===== src/pkg/slp_pkg.sv =====
package slp_pkg;
  // Clock and time figures
  localparam int unsigned CLK_HZ = 250_000_000;
  localparam int unsigned MIN_ON_MS = 100;
  localparam int unsigned TRIP_HOLD_S = 3;
  localparam int unsigned DELAY_STEP_MS = 100;
  localparam int unsigned MIN_ON_CYC = (CLK_HZ / 1000) * MIN_ON_MS;
  localparam int unsigned TRIP_CYC = CLK_HZ * TRIP_HOLD_S;
  localparam int unsigned STEP_CYC = (CLK_HZ / 1000) * DELAY_STEP_MS;

  // Setting units: percent in 0.1 %, frequency in 0.01 Hz, delay in 0.1 s
  localparam logic [15:0] PCT_MAX = 16'h07d0;
  localparam logic [15:0] NOT_SET = 16'h270f;
  localparam logic [15:0] FACTOR_UNITY = 16'h03e8;
  localparam logic [15:0] FREQ_MAX = 16'h9c40;
  localparam logic [15:0] DECEL_FLOOR = 16'h01f4;
  localparam logic [15:0] HOLD_FREQ = 16'h0064;
  localparam logic [15:0] DELAY_MAX = 16'h00fa;
  localparam logic [15:0] FUNC_MAX = 16'h001f;
  localparam logic [15:0] FUNC_ALT0 = 16'h0064;
  localparam logic [15:0] FUNC_ALT1 = 16'h0065;
  localparam logic [15:0] TERM_POS = 16'h0003;
  localparam logic [15:0] TERM_NEG = 16'h0067;
  localparam logic [15:0] WP_RUN_OK = 16'h0002;

  // Reset values
  localparam logic [15:0] LEVEL_RST = 16'h05dc;
  localparam logic [15:0] REDUCE_RST = 16'h1388;
  localparam logic [15:0] FAST_RST = 16'h0834;
  localparam logic [15:0] MAXF_RST = 16'h2ee0;

  // Word addresses
  localparam logic [3:0] A_LEVEL = 4'h0;
  localparam logic [3:0] A_FACTOR = 4'h1;
  localparam logic [3:0] A_SECOND = 4'h2;
  localparam logic [3:0] A_RFREQ = 4'h3;
  localparam logic [3:0] A_FSEL = 4'h4;
  localparam logic [3:0] A_DELAY = 4'h5;
  localparam logic [3:0] A_LQTY = 4'h6;
  localparam logic [3:0] A_UGRP = 4'h7;
  localparam logic [3:0] A_WPROT = 4'h8;
  localparam logic [3:0] A_TERM = 4'h9;
  localparam logic [3:0] A_FAST = 4'ha;
  localparam logic [3:0] A_STATUS = 4'hb;
  localparam logic [3:0] A_MAXF = 4'hc;

  // Function select bits, status bits
  localparam int unsigned FS_NO_FAST = 0;
  localparam int unsigned FS_NO_ACC = 1;
  localparam int unsigned FS_NO_CONST = 2;
  localparam int unsigned FS_NO_DEC = 3;
  localparam int unsigned FS_TRIP = 4;
  localparam int unsigned ST_TRIP = 0;
  localparam int unsigned ST_STALL = 1;
  localparam int unsigned ST_IND = 2;
  localparam int unsigned ST_SHUT = 3;
endpackage


===== src/slp_run_timer.sv =====
`timescale 1ns/1ps
`default_nettype none
module slp_run_timer #(
  parameter int unsigned LIMIT_CYCLES = 16
) (
  input wire logic clk,
  input wire logic sys_rst,
  input wire logic en,
  output logic done
);
  typedef struct packed {
    logic [31:0] cnt;
    logic done;
  } slp_run_st_t;

  slp_run_st_t st_reg;
  slp_run_st_t st_next;

  // Counts only while enabled; any gap restarts the count
  always_comb begin
    st_next = st_reg;
    if (!en) begin
      st_next.cnt = '0;
      st_next.done = 1'b0;
    end else if (st_reg.cnt >= LIMIT_CYCLES - 1) begin
      st_next.done = 1'b1;
    end else begin
      st_next.cnt = st_reg.cnt + 32'h0000_0001;
    end
  end

  always_ff @(posedge clk or posedge sys_rst) begin
    if (sys_rst) begin
      st_reg <= '0;
    end else begin
      st_reg <= st_next;
    end
  end

  assign done = st_reg.done;
endmodule
`default_nettype wire


===== src/slp_delay_timer.sv =====
`timescale 1ns/1ps
`default_nettype none
module slp_delay_timer
  import slp_pkg::*;
#(
  parameter int unsigned STEP_CYCLES = STEP_CYC
) (
  input wire logic clk,
  input wire logic sys_rst,
  input wire logic cond,
  input wire logic [15:0] delay_set,
  output logic out
);
  typedef struct packed {
    logic [31:0] pre;
    logic [15:0] steps;
    logic out;
  } slp_dly_st_t;

  slp_dly_st_t st_reg;
  slp_dly_st_t st_next;

  // Step prescaler and step count run only while the condition holds
  always_comb begin
    st_next = st_reg;
    if (!cond || delay_set == NOT_SET) begin
      st_next = '0;
    end else if (st_reg.steps >= delay_set) begin
      st_next.out = 1'b1;
    end else if (st_reg.pre >= STEP_CYCLES - 1) begin
      st_next.pre = '0;
      st_next.steps = st_reg.steps + 16'h0001;
    end else begin
      st_next.pre = st_reg.pre + 32'h0000_0001;
    end
  end

  always_ff @(posedge clk or posedge sys_rst) begin
    if (sys_rst) begin
      st_reg <= '0;
    end else begin
      st_reg <= st_next;
    end
  end

  assign out = st_reg.out;
endmodule
`default_nettype wire


===== src/slp_limiter.sv =====
// Chosen here: register access over Avalon-MM and the register addresses.
`timescale 1ns/1ps
`default_nettype none
//Contract
//- Current above level drives frequency back down
//- Fast limiter shuts output above limit
//- Stall level 0.1-200 %, 150 % default, 0 off
//- Factor lowers level above start; 9999 fixed
//- Second level; 0 off, 9999 equals primary
//- Reduction start frequency 0-400 Hz, 50 Hz
//- Select codes 0-31, 100, 101 gate functions
//- Hold accel, decel at constant, hold decel
//- Indicator asserted while stall prevention acts
//- Switch picks output or torque current
//- Regenerative torque limit raises frequency to maximum
//- Torque limit off at 5 Hz decelerating
//- Indicator holds over 100 ms, clears below
//- Regeneration avoidance or bus stall also indicate
//- Delay 0 immediate, 0.1-25 s, 9999 none
//- Terminal code 3 high, 103 low
//- Stall level writable while running always
//- Settings reachable only with user group zero; user group, write protect, terminal, fast limit and maximum frequency registers are not gated
//- Held at 1 Hz for 3 s trips
//- Second function input selects second level
module slp_limiter
  import slp_pkg::*;
#(
  parameter int unsigned MIN_ON_CYCLES = MIN_ON_CYC,
  parameter int unsigned TRIP_CYCLES = TRIP_CYC,
  parameter int unsigned STEP_CYCLES = STEP_CYC
) (
  input wire logic clk,
  input wire logic sys_rst,
  // Register bus
  input wire logic [3:0] avs_address,
  input wire logic avs_read,
  input wire logic avs_write,
  input wire logic [31:0] avs_writedata,
  output logic [31:0] avs_readdata,
  output logic avs_waitrequest,
  // Stage feedback and drive state
  input wire logic [15:0] out_current,
  input wire logic [15:0] torque_current,
  input wire logic [15:0] out_freq,
  input wire logic accel_active,
  input wire logic decel_active,
  input wire logic regen_active,
  input wire logic drive_running,
  input wire logic regen_avoid_active,
  input wire logic dc_bus_stall,
  input wire logic second_function_select,
  // Commands and indication
  output logic ramp_hold,
  output logic ramp_decel,
  output logic ramp_raise,
  output logic output_shutoff,
  output logic stall_active,
  output logic stall_indicator,
  output logic stall_indicator_term,
  output logic sustained_stall_trip
);
  import slp_pkg::*;

  typedef struct packed {
    // Host settings
    logic [15:0] stall_level_setting;
    logic [15:0] high_speed_level_factor;
    logic [15:0] second_stall_level;
    logic [15:0] reduction_start_frequency;
    logic [15:0] stall_function_select;
    logic [15:0] indication_delay;
    logic [15:0] limit_quantity_switch;
    logic [15:0] user_group_read_select;
    logic [15:0] write_protect_select;
    logic [15:0] output_terminal_function;
    logic [15:0] fast_limit_level;
    logic [15:0] max_frequency;

    // Handshake and live status
    logic ack;
    logic [15:0] rdata;
    logic [31:0] hold_cnt;
    logic ind;
    logic shut;
    logic trip;
    logic stall;
    logic hold;
    logic decel;
    logic raise;
    logic term;
  } slp_st_t;

  slp_st_t st_reg;
  slp_st_t st_next;

  logic [15:0] cmp_val;
  logic [15:0] base_lvl;
  logic [31:0] prod;
  logic [15:0] red_lvl;
  logic [15:0] act_lvl;

  logic phase_ok;
  logic torque_low;
  logic over;
  logic stall_now;
  logic ind_cond;
  logic delayed;
  logic trip_done;

  logic wr_go;
  logic rd_go;
  logic grp_ok;
  logic run_lock;
  logic [15:0] wd;
  logic pct_ok;
  logic pct9_ok;

  // Compared quantity and active level
  always_comb begin
    cmp_val = st_reg.limit_quantity_switch[0] ? torque_current : out_current;

    if (second_function_select && st_reg.second_stall_level != NOT_SET) begin
      base_lvl = st_reg.second_stall_level;
    end else begin
      base_lvl = st_reg.stall_level_setting;
    end

    prod = base_lvl * st_reg.high_speed_level_factor;
    red_lvl = 16'(prod / 32'(FACTOR_UNITY));
    act_lvl = base_lvl;

    // Step stand-in for the reduction curve; only ever lowers the level
    if (st_reg.high_speed_level_factor != NOT_SET
        && out_freq > st_reg.reduction_start_frequency
        && red_lvl < base_lvl) begin
      act_lvl = red_lvl;
    end
  end

  // Which ramp phases may be limited, and the stall decision
  always_comb begin
    phase_ok = 1'b0;
    if (accel_active) begin
      phase_ok = !st_reg.stall_function_select[FS_NO_ACC];
    end else if (decel_active) begin
      phase_ok = !st_reg.stall_function_select[FS_NO_DEC];
    end else begin
      phase_ok = !st_reg.stall_function_select[FS_NO_CONST];
    end

    torque_low = st_reg.limit_quantity_switch[0] && decel_active
                 && out_freq <= DECEL_FLOOR;
    over = act_lvl != 16'h0000 && cmp_val > act_lvl;
    stall_now = over && phase_ok && !torque_low && drive_running;

    // Trip-select codes remove the indicator for all three sources; only a stall trips instead
    ind_cond = (stall_now || regen_avoid_active || dc_bus_stall)
               && !st_reg.stall_function_select[FS_TRIP];
  end

  // Indicator start delay
  slp_delay_timer #(
    .STEP_CYCLES(STEP_CYCLES)
  ) u_delay (
    .clk(clk),
    .sys_rst(sys_rst),
    .cond(ind_cond),
    .delay_set(st_reg.indication_delay),
    .out(delayed)
  );

  // Sustained stall near standstill
  slp_run_timer #(
    .LIMIT_CYCLES(TRIP_CYCLES)
  ) u_trip (
    .clk(clk),
    .sys_rst(sys_rst),
    .en(stall_now && out_freq <= HOLD_FREQ),
    .done(trip_done)
  );

  // Write value checks and access gates
  always_comb begin
    wd = avs_writedata[15:0];
    pct_ok = avs_writedata[31:16] == 16'h0000 && wd <= PCT_MAX;
    pct9_ok = pct_ok || (avs_writedata[31:16] == 16'h0000 && wd == NOT_SET);

    grp_ok = st_reg.user_group_read_select == 16'h0000;
    run_lock = drive_running && st_reg.write_protect_select != WP_RUN_OK;

    wr_go = avs_write && st_reg.ack;
    rd_go = avs_read && !st_reg.ack;
  end

  // Register updates, control outputs and indicator
  always_comb begin
    st_next = st_reg;
    st_next.ack = (avs_read || avs_write) && !st_reg.ack;

    // Read data captured in the first cycle, presented in the second
    if (rd_go) begin
      st_next.rdata = 16'h0000;
      unique case (avs_address)
        A_LEVEL: st_next.rdata = grp_ok ? st_reg.stall_level_setting : 16'h0000;
        A_FACTOR: st_next.rdata = grp_ok ? st_reg.high_speed_level_factor : 16'h0000;
        A_SECOND: st_next.rdata = grp_ok ? st_reg.second_stall_level : 16'h0000;
        A_RFREQ: st_next.rdata = grp_ok ? st_reg.reduction_start_frequency : 16'h0000;
        A_FSEL: st_next.rdata = grp_ok ? st_reg.stall_function_select : 16'h0000;
        A_DELAY: st_next.rdata = grp_ok ? st_reg.indication_delay : 16'h0000;
        A_LQTY: st_next.rdata = grp_ok ? st_reg.limit_quantity_switch : 16'h0000;

        // Outside the user group gate
        A_UGRP: st_next.rdata = st_reg.user_group_read_select;
        A_WPROT: st_next.rdata = st_reg.write_protect_select;
        A_TERM: st_next.rdata = st_reg.output_terminal_function;
        A_FAST: st_next.rdata = st_reg.fast_limit_level;
        A_MAXF: st_next.rdata = st_reg.max_frequency;
        A_STATUS: begin
          st_next.rdata[ST_TRIP] = st_reg.trip;
          st_next.rdata[ST_STALL] = st_reg.stall;
          st_next.rdata[ST_IND] = st_reg.ind;
          st_next.rdata[ST_SHUT] = st_reg.shut;
        end
        default: st_next.rdata = 16'h0000;
      endcase
    end

    // Illegal values are dropped; the stall level ignores the run lock
    if (wr_go) begin
      unique case (avs_address)
        A_LEVEL: begin
          if (grp_ok && pct_ok) begin
            st_next.stall_level_setting = wd;
          end
        end
        A_FACTOR: if (grp_ok && !run_lock && pct9_ok) st_next.high_speed_level_factor = wd;
        A_SECOND: if (grp_ok && !run_lock && pct9_ok) st_next.second_stall_level = wd;
        A_RFREQ: begin
          if (grp_ok && !run_lock && avs_writedata[31:16] == 16'h0000 && wd <= FREQ_MAX) begin
            st_next.reduction_start_frequency = wd;
          end
        end

        A_FSEL: begin
          if (grp_ok && !run_lock && avs_writedata[31:16] == 16'h0000
              && (wd <= FUNC_MAX || wd == FUNC_ALT0 || wd == FUNC_ALT1)) begin
            st_next.stall_function_select = wd;
          end
        end

        A_DELAY: begin
          if (grp_ok && !run_lock && avs_writedata[31:16] == 16'h0000
              && (wd <= DELAY_MAX || wd == NOT_SET)) begin
            st_next.indication_delay = wd;
          end
        end

        A_LQTY: begin
          if (grp_ok && !run_lock && avs_writedata[31:1] == 31'h0) begin
            st_next.limit_quantity_switch = wd;
          end
        end

        A_UGRP: st_next.user_group_read_select = wd;
        A_WPROT: st_next.write_protect_select = wd;

        // Not group gated; all but the status clear still locked while running
        A_TERM: if (!run_lock) st_next.output_terminal_function = wd;
        A_FAST: if (!run_lock) st_next.fast_limit_level = wd;
        A_MAXF: if (!run_lock) st_next.max_frequency = wd;
        A_STATUS: if (avs_writedata[ST_TRIP]) st_next.trip = 1'b0;
        default: begin end
      endcase
    end

    // Ramp commands for the frequency generator
    st_next.stall = stall_now;
    st_next.hold = stall_now && (accel_active || decel_active);
    st_next.decel = stall_now && !accel_active && !decel_active;
    st_next.raise = stall_now && st_reg.limit_quantity_switch[0] && regen_active
                    && out_freq < st_reg.max_frequency;

    // Fast-response limit always looks at the real output current
    st_next.shut = !st_reg.stall_function_select[FS_NO_FAST]
                   && out_current > st_reg.fast_limit_level;

    // Trip is sticky; a new event beats a software clear
    if (trip_done || (st_reg.stall_function_select[FS_TRIP] && stall_now)) begin
      st_next.trip = 1'b1;
    end

    // Minimum on time once asserted, then follow the condition
    if (delayed) begin
      st_next.ind = 1'b1;
      if (!st_reg.ind) begin
        st_next.hold_cnt = 32'(MIN_ON_CYCLES);
      end else if (st_reg.hold_cnt != 32'h0000_0000) begin
        st_next.hold_cnt = st_reg.hold_cnt - 32'h0000_0001;
      end
    end else if (st_reg.ind && st_reg.hold_cnt != 32'h0000_0000) begin
      st_next.hold_cnt = st_reg.hold_cnt - 32'h0000_0001;
    end else begin
      st_next.ind = 1'b0;
    end

    // Terminal mapping and polarity
    if (st_reg.output_terminal_function == TERM_POS) begin
      st_next.term = st_next.ind;
    end else if (st_reg.output_terminal_function == TERM_NEG) begin
      st_next.term = !st_next.ind;
    end else begin
      st_next.term = 1'b0;
    end
  end

  always_ff @(posedge clk or posedge sys_rst) begin
    if (sys_rst) begin
      st_reg <= '0;
      st_reg.stall_level_setting <= LEVEL_RST;
      st_reg.high_speed_level_factor <= NOT_SET;
      st_reg.second_stall_level <= NOT_SET;
      st_reg.reduction_start_frequency <= REDUCE_RST;
      st_reg.output_terminal_function <= TERM_POS;
      st_reg.fast_limit_level <= FAST_RST;
      st_reg.max_frequency <= MAXF_RST;
    end else begin
      st_reg <= st_next;
    end
  end

  // Slave answers in the second cycle of every access
  assign avs_waitrequest = (avs_read || avs_write) && !st_reg.ack;
  assign avs_readdata = {16'h0000, st_reg.rdata};

  assign ramp_hold = st_reg.hold;
  assign ramp_decel = st_reg.decel;
  assign ramp_raise = st_reg.raise;
  assign output_shutoff = st_reg.shut || st_reg.trip;
  assign stall_active = st_reg.stall;
  assign stall_indicator = st_reg.ind;
  assign stall_indicator_term = st_reg.term;
  assign sustained_stall_trip = st_reg.trip;
endmodule
`default_nettype wire


===== config.mk =====
export PLATFORM = sky130hd
export DESIGN_NAME = slp_limiter
export DESIGN_NICKNAME = d
export VERILOG_FILES = /design/src/pkg/slp_pkg.sv /design/src/slp_run_timer.sv /design/src/slp_delay_timer.sv /design/src/slp_limiter.sv
export SDC_FILE = /design/constraint.sdc
export NUM_CORES = 2
export LEC_CHECK = 0
export BUFFER_PORTS_ARGS = -buffer_cell sky130_fd_sc_hd__buf_4
export CORE_MARGIN = 2
export CORE_UTILIZATION = 32
export DETAILED_ROUTE_END_ITERATION = 10
export SYNTH_ARGS = -nofsm -noshare
export SYNTH_HDL_FRONTEND = slang
export SYNTH_SLANG_ARGS = --single-unit

===== constraint.sdc =====
create_clock -name clk -period 32.6 [get_ports clk]
set_input_delay 3.26 -clock clk [delete_from_list [all_inputs] [get_ports clk]]
set_output_delay 3.26 -clock clk [all_outputs]
set_load 0.02 [all_outputs]

# After elaboration in Yosys (flattened, before gate mapping)
# Cells that the tools add are included.
dict set report word_totals {
  in_bits 95
  reg_bits 331
  elab_cells 191
}
dict set report classes {
  addsub 4
  n_eq_ne 25
  muxes 33
  order_cmp 14
  bitwise 1
  n_reduce_logical 84
  n_div 1
  n_mul 1
}
# operator n
set op_table {}
lappend op_table {{two-way mux 16 bit} 11}
lappend op_table {{two-way mux 32 bit} 5}
lappend op_table {{one-hot mux 12 bit (12 select lines)} 1}
lappend op_table {{two-way mux 33 bit} 2}
lappend op_table {{adder 32 x 1 -> 32 bit, second input constant} 2}
lappend op_table {{one-hot mux 4 bit (13 select lines)} 1}
lappend op_table {{two-way mux 49 bit} 1}
lappend op_table {{equality test 16 x 7 -> 1 bit, second input constant} 3}
lappend op_table {{> comparator 16 bit} 3}
lappend op_table {{two-way mux 48 bit} 1}
lappend op_table {{logical AND 1 bit} 34}
lappend op_table {{AND reduction 3 bit} 11}
lappend op_table {{divider 32 x 10 -> 32 bit, second input constant} 1}
lappend op_table {{equality test 16 x 14 -> 1 bit, second input constant} 2}
lappend op_table {{>= comparator 32 x 25 -> 1 bit, second input constant} 1}
lappend op_table {{>= comparator 32 x 30 -> 1 bit, second input constant} 1}
lappend op_table {{zero test 16 bit} 2}
lappend op_table {{less-than comparator 16 bit} 2}
lappend op_table {{multiplier 16 x 16 -> 32 bit} 1}
lappend op_table {{!= test 16 x 14 -> 1 bit, second input constant} 2}
lappend op_table {{nonzero test 32 bit} 1}
lappend op_table {{subtractor 32 x 1 -> 32 bit, second input constant} 1}
lappend op_table {{zero test 31 bit} 1}
lappend op_table {{equality test 4 bit, second input constant} 5}
lappend op_table {{other kinds (24)} 68}

# Logic depth before layout (Yosys ltp)
dict set report logic_depth {
  word_depth 20
  ltp_mapped 106
  mapped_depth_nobuf 91
}

# Hierarchy
# Synthesis repeated with hierarchy kept, for this count alone.
dict set report unflattened {
  hier_cells 3801
  hier_area_um2 34210.3
}
# mod instances seq_area_each_um2 cells_each area_per_inst_um2
set modules_own_cells {}
lappend modules_own_cells {slp_limiter 1 6282.3 3238 29037.8}
lappend modules_own_cells {slp_delay_timer 1 1226.2 361 3290.7}
lappend modules_own_cells {slp_run_timer 1 825.8 202 1881.8}

# Least setup slack after synthesis
# No wires, ideal clock.
dict set report synth_path {
  path_kind {input-to-reg}
  from {input port second_function_select}
  to {register u_delay.st_reg[32] in the netlist's numbering}
  cell_stages 95
  arrival_ns 26.002
  required_ns 32.527
  setup_slack_ns 6.525
  path_cell_list {o41ai_1 -> clkbuf_1 -> mux2_2 -> clkbuf_1 -> and2_1 -> fa_1 -> fa_1 -> fa_1 -> fa_1 -> fa_1 -> inv_1 -> fa_1 -> inv_1 -> ha_1 -> buf_2 -> a21oi_1 -> o21ai_0 -> a221oi_1 -> [59 not listed] -> o21ai_2 -> buf_2 -> mux2i_1 -> ha_1 -> a21o_1 -> a21oi_1 -> nor2b_1 -> o21ai_0 -> nand2b_1 -> a21oi_1 -> nor2b_1 -> o21ai_0 -> a221oi_1 -> nand3b_1 -> o22a_1 -> o21ai_2 -> or4b_2 -> a21oi_2}
}
dict set report synth_between {
  elab_chain_cells 18
  word_cells_on_any_way 20
}
# element line
set synth_rtl {}
lappend synth_rtl {{from (decl)} slp_limiter.sv:51} ;# input wire logic second_function_select,
lappend synth_rtl {{logical AND 1 bit (*)} slp_limiter.sv:122} ;# if (second_function_select && st_reg.second_stall_level != NOT_SET) begin
lappend synth_rtl {{two-way mux 16 bit (*)} slp_limiter.sv:122}
lappend synth_rtl {{multiplier 16 x 16 -> 32 bit} slp_limiter.sv:128} ;# prod = base_lvl * st_reg.high_speed_level_factor;
lappend synth_rtl {{divider 32 x 10 -> 32 bit} slp_limiter.sv:129} ;# red_lvl = 16'(prod / 32'(FACTOR_UNITY));
lappend synth_rtl {{less-than comparator 16 bit} slp_limiter.sv:135} ;# && red_lvl < base_lvl) begin
lappend synth_rtl {{logical AND 1 bit} slp_limiter.sv:135}
lappend synth_rtl {{two-way mux 16 bit (*)} slp_limiter.sv:133} ;# if (st_reg.high_speed_level_factor != NOT_SET
lappend synth_rtl {{> comparator 16 bit or nonzero test 16 bit (tied branches)} slp_limiter.sv:153} ;# over = act_lvl != 16'h0000 && cmp_val > act_lvl;
lappend synth_rtl {{logical AND 1 bit (*)} slp_limiter.sv:153}
lappend synth_rtl {{logical AND 1 bit (*) (3 in a row)} slp_limiter.sv:154} ;# stall_now = over && phase_ok && !torque_low && drive_running;
lappend synth_rtl {{logical OR 1 bit (*) (2 in a row)} slp_limiter.sv:157} ;# ind_cond = (stall_now || regen_avoid_active || dc_bus_stall)
lappend synth_rtl {{logical AND 1 bit (*)} slp_limiter.sv:158} ;# && !st_reg.stall_function_select[FS_TRIP];
lappend synth_rtl {{zero test 1 bit (*)} slp_delay_timer.sv:26} ;# if (!cond || delay_set == NOT_SET) begin
lappend synth_rtl {{logical OR 1 bit (*)} slp_delay_timer.sv:26}
lappend synth_rtl {{!= test 2 x 1 -> 1 bit (no source line) or two-way mux 49 bit (tied branches)} -}
lappend synth_rtl {{to (signal assigned)} slp_delay_timer.sv:42} ;# st_reg <= st_next;
lappend synth_rtl {{to (decl)} slp_delay_timer.sv:20} ;# slp_dly_st_t st_reg;
# Mark *: on every way between the ends. The rest lies on a longest branch, timed or not.
# A chain may end at the register's enable or synchronous reset.

# Worst setup path after layout
dict set report layout_path {
  from {input port second_function_select}
  to {register u_delay.st_reg[20] in the netlist's numbering}
}
# The elaborated chain is that of the path after synthesis.

==> summary.txt <==
Hold path
  – Worst hold path depth: 2
  – Hold Path Class: register to register
  – Worst Hold Endpoint: avs_readdata[10]$_DFFE_PP0P_
  – Min-delay src: avs_readdata[10]$_DFFE_PP0P_

Clock tree
  – Reg clk slew, reported paths: about 0.060 ns
  – PostCTS Resize Cnt: 0
  – CTS tree: yes
  – Root Driver: clkbuf_16
  – CTS Buf Count: 34
  – CTS Buffer Depth: 3
  – H-tree levels: 2
  – CTS Sinks: 331
  – Setup Fix Bufs, Post-CTS: 0
  – Hold Buf Count CTS: 0
  – Clk Latency, worst-skew pair: 0.53 ns

Floorplan
  – Row cnt: between 100 and 150
  – DIE AREA: 109000 um2
  – Horiz. Die Dim: 331 um
  – DIE HEIGHT: 331 um
  – Area of the core: 106000 um2
  – I/O Pins: between 100 and 150
  – Initial Util: 32.4%

Drt
  – DRT Pass-1 Iters: 8
  – Via count: 29500
  – Routed WL: 102000 um
  – Mean routed wirelength per cell: just under 20 um
  – Detail Route Antenna Nets: 0
  – Vias/cell: 5.57
  – Drt drc: 0
  – Initial drt markers: 2356

Yosys
  – Top area cells in the synthesized netlist: dfrtp_1, fa_1, ha_1, mux2_2, nand2_1
  – Synth Area in XOR/XNOR: roughly 4.0%
  – FF+latch count, synth: 331
  – Register area share after synthesis: 24.4%
  – Combinational family with the most area after synthesis: simple AND/OR/NAND/NOR gates
  – Synth unique cells: 141
  – Syn Std Cell Area: 34200 um2
  – YS warnings: 0
  – Synth Area in Compound Gates: 18.7%
  – Async S/R FF share, synth: 100%
  – EDFF count, synth: 0
  – Post-synth top cells: nand2_1, inv_1, dfrtp_1, nor2_1, ha_1
  – Post-synthesis mux area share: between 6 and 7%
  – Top-count cell post-synth: nand2_1
  – Yosys top cell area share: 21.2%
  – Post-synth top area cell: dfrtp_1
  – Synth Area in Adders: 19.0%
  – Main synth FF type: dfrtp_1
  – Post-synthesis instance total: between 3000 and 4000
  – Syn_area_per_cell: 8.81 um2
  – Simple-gate area share of the yosys netlist: 20.8%

Worst setup path
  – Worst Setup Start Kind: input port
  – Critical path type: input port to register
  – CP peak stage delay: roughly 0.85 ns
  – RR Endpoint: u_delay.st_reg[20]$_DFFE_PP0P_
  – Buf/Inv on CP: 8
  – Reg2Reg Depth: 86
  – CP arrival: 30.88 ns
  – CP Max Fanout: 28
  – Data required, critical path: 32.98 ns
  – Reg2Reg Setup Slack: 3.46 ns
  – Nature of the critical path endpoint: register
  – R2R Path Start: st_reg[214]$_DFFE_PP1P_
  – CP most frequent cell: fa_1
  – Top delay family on crit path: compound AO/OA/AOI/OAI gates
  – Worst path slowest cell: a311oi_1

Timing
  – Tcrit/Tclk final: between 90% and 100%
  – Worst slew pin tran: 1.33 ns
  – RSZ-0062 raised after global routing: false
  – Maximum operating frequency: 0.0328 GHz
  – Worst setup margin: 2.10 ns
  – Final Hold Viols: 0
  – Worst Clk Skew: 0.0180 ns
  – # setup viols final: 0
  – Min Tclk post-route: a little over 30 ns
  – Hold slack: 0.483 ns
  – Setup TNS: 0 ns
  – Max Slew Vio Count: 0
  – Slew headroom: a little over a tenth

Power and ir drop
  – Maximum vdd drop: about 0.000033 V
  – PD cells: 26.6 nW/um2
  – Design Power: slightly below 1 mW
  – Leak pwr: 16.5 nW

Global routing
  – Met3 global-route usage: around 1.9%
  – GR Layer Usage met2: 30.3%
  – Pin count of the biggest net entering global routing: approximately 150
  – Overall routing resource usage: 18.3%
  – Initial antenna violation count: 2
  – Vias in the first global route: 28500
  – GR peak layer: met2
  – GR Util met1: 25.4%
  – First-pass GRT wire length: approximately 160000 um
  – Gr ovfl total: 0

Final layout
  – Share of cells above drive strength 1: between 10% and 20%
  – Fill cell count: 10800
  – Antenna diodes: 0
  – Non-Filler Instances: approximately 5300
  – Max reg flops: about 230
  – Nets: around 4400
  – Area grow syn2layout: 9.28%

Place
  – IO buf count: 119
  – Pre-CTS WS: 1.90 ns
  – HPWL Detailed: 76700 um
  – RD Place Congestion: 0.900
  – Placed insts: ~5200

Status
  – Status: finished, final reports clean

Job
  – Max Cap Viol: 0
area by class of cell:
cell class / count / area (um2) / area share (%)
clock buffer: 51 / 1040 / 2.78
clock inverter: 11 / 161 / 0.432
inverter: 321 / 1210 / 3.25
multi-input combinational: 3036 / 23700 / 63.5
sequential: 331 / 8330 / 22.3
tap: 1391 / 1740 / 4.66
timing repair buffer: 149 / 1130 / 3.03
per-stage QoR:
| stage | area (um2) | utilization (%) |
|---|---|---|
| 2_1_floorplan | 34200 | - |
| 3_3_place_gp | 36100 | 34.2 |
| 3_5_place_dp | 36100 | 34.2 |
| 4_1_cts | 37300 | 35.4 |
| 5_1_grt | 37300 | 35.4 |
| 6_report | 37300 | 35.4 |
per-layer routing:
| layer | wire, um | vias up |
|---|---|---|
| li1 | - | 13800 |
| met1 | 45200 | 14700 |
| met2 | 48200 | 884 |
| met3 | 5510 | 173 |
| met4 | 2830 | 4 |
| met5 | 27 | - |
kinds of logic after synthesis:
group / after synthesis
AOI/OAI and AO/OA: 874
xor gates and xnor gates: 148
adders and majority gates: 403
buffers and inverters: 529
DFF: 331
muxes: 205
other: 1
and+or+nand+nor: 1390
power breakdown:
| group | switching, mW | total, mW | internal, mW |
|---|---|---|---|
| combinational | 0.0656 | 0.111 | 0.0451 |
| sequential | 0.0230 | 0.461 | 0.438 |
| clock | 0.170 | 0.423 | 0.253 |
| total | 0.258 | 0.995 | 0.737 |
cells in the final DEF (no fill, tap or decap), types with 27 or more instances in the layout:
cell type    n
nand2_1    396
inv_1      317
dfrtp_1    290
nor2_1     249
ha_1       202
fa_1       194
and2_1     191
o21ai_0    183
buf_4      148
a21oi_1    146
mux2_2     144
nand3_1     92
xnor2_1     83
nor3_1      82
a22oi_1     63
nand4_1     58
xor2_1      57
nor4_1      52
mux2i_1     52
nand2b_1    44
a31oi_1     43
a21o_1      42
dfstp_2     41
and3_1      39
clkbuf_16   37
o211ai_1    36
nor2b_1     33
a222oi_1    29
a211oi_1    28
o31ai_1     27
worst reg2reg max path, delay by kind of cell, from the launching register on:
kind | cells | cell delay, ns
AND/OR/NAND/NOR | 16 | 4.32
buffers and inverters | 7 | 0.91
AO/OA/AOI/OAI | 45 | 15.85
flip-flops | 1 | 0.59
adder cells (fa/ha/maj) | 8 | 3.72
XOR/XNOR | 2 | 0.87
multiplexers | 8 | 2.71
worst max-delay path by stage:
stage,cells after the start,slack (ns),start,end
3_3_place_gp,86,2.44,second_function_select,u_delay.st_reg[20]$_DFFE_PP0P_
2_1_floorplan,95,6.53,second_function_select,u_delay.st_reg[32]$_DFFE_PP0P_
4_1_cts,86,2.41,second_function_select,u_delay.st_reg[20]$_DFFE_PP0P_
5_1_grt,86,0.02,second_function_select,u_delay.st_reg[20]$_DFFE_PP0P_
6_report,86,2.10,second_function_select,u_delay.st_reg[20]$_DFFE_PP0P_
3_5_place_dp,86,1.90,second_function_select,u_delay.st_reg[20]$_DFFE_PP0P_
No activity file was read; power rests on OpenSTA's default activity.
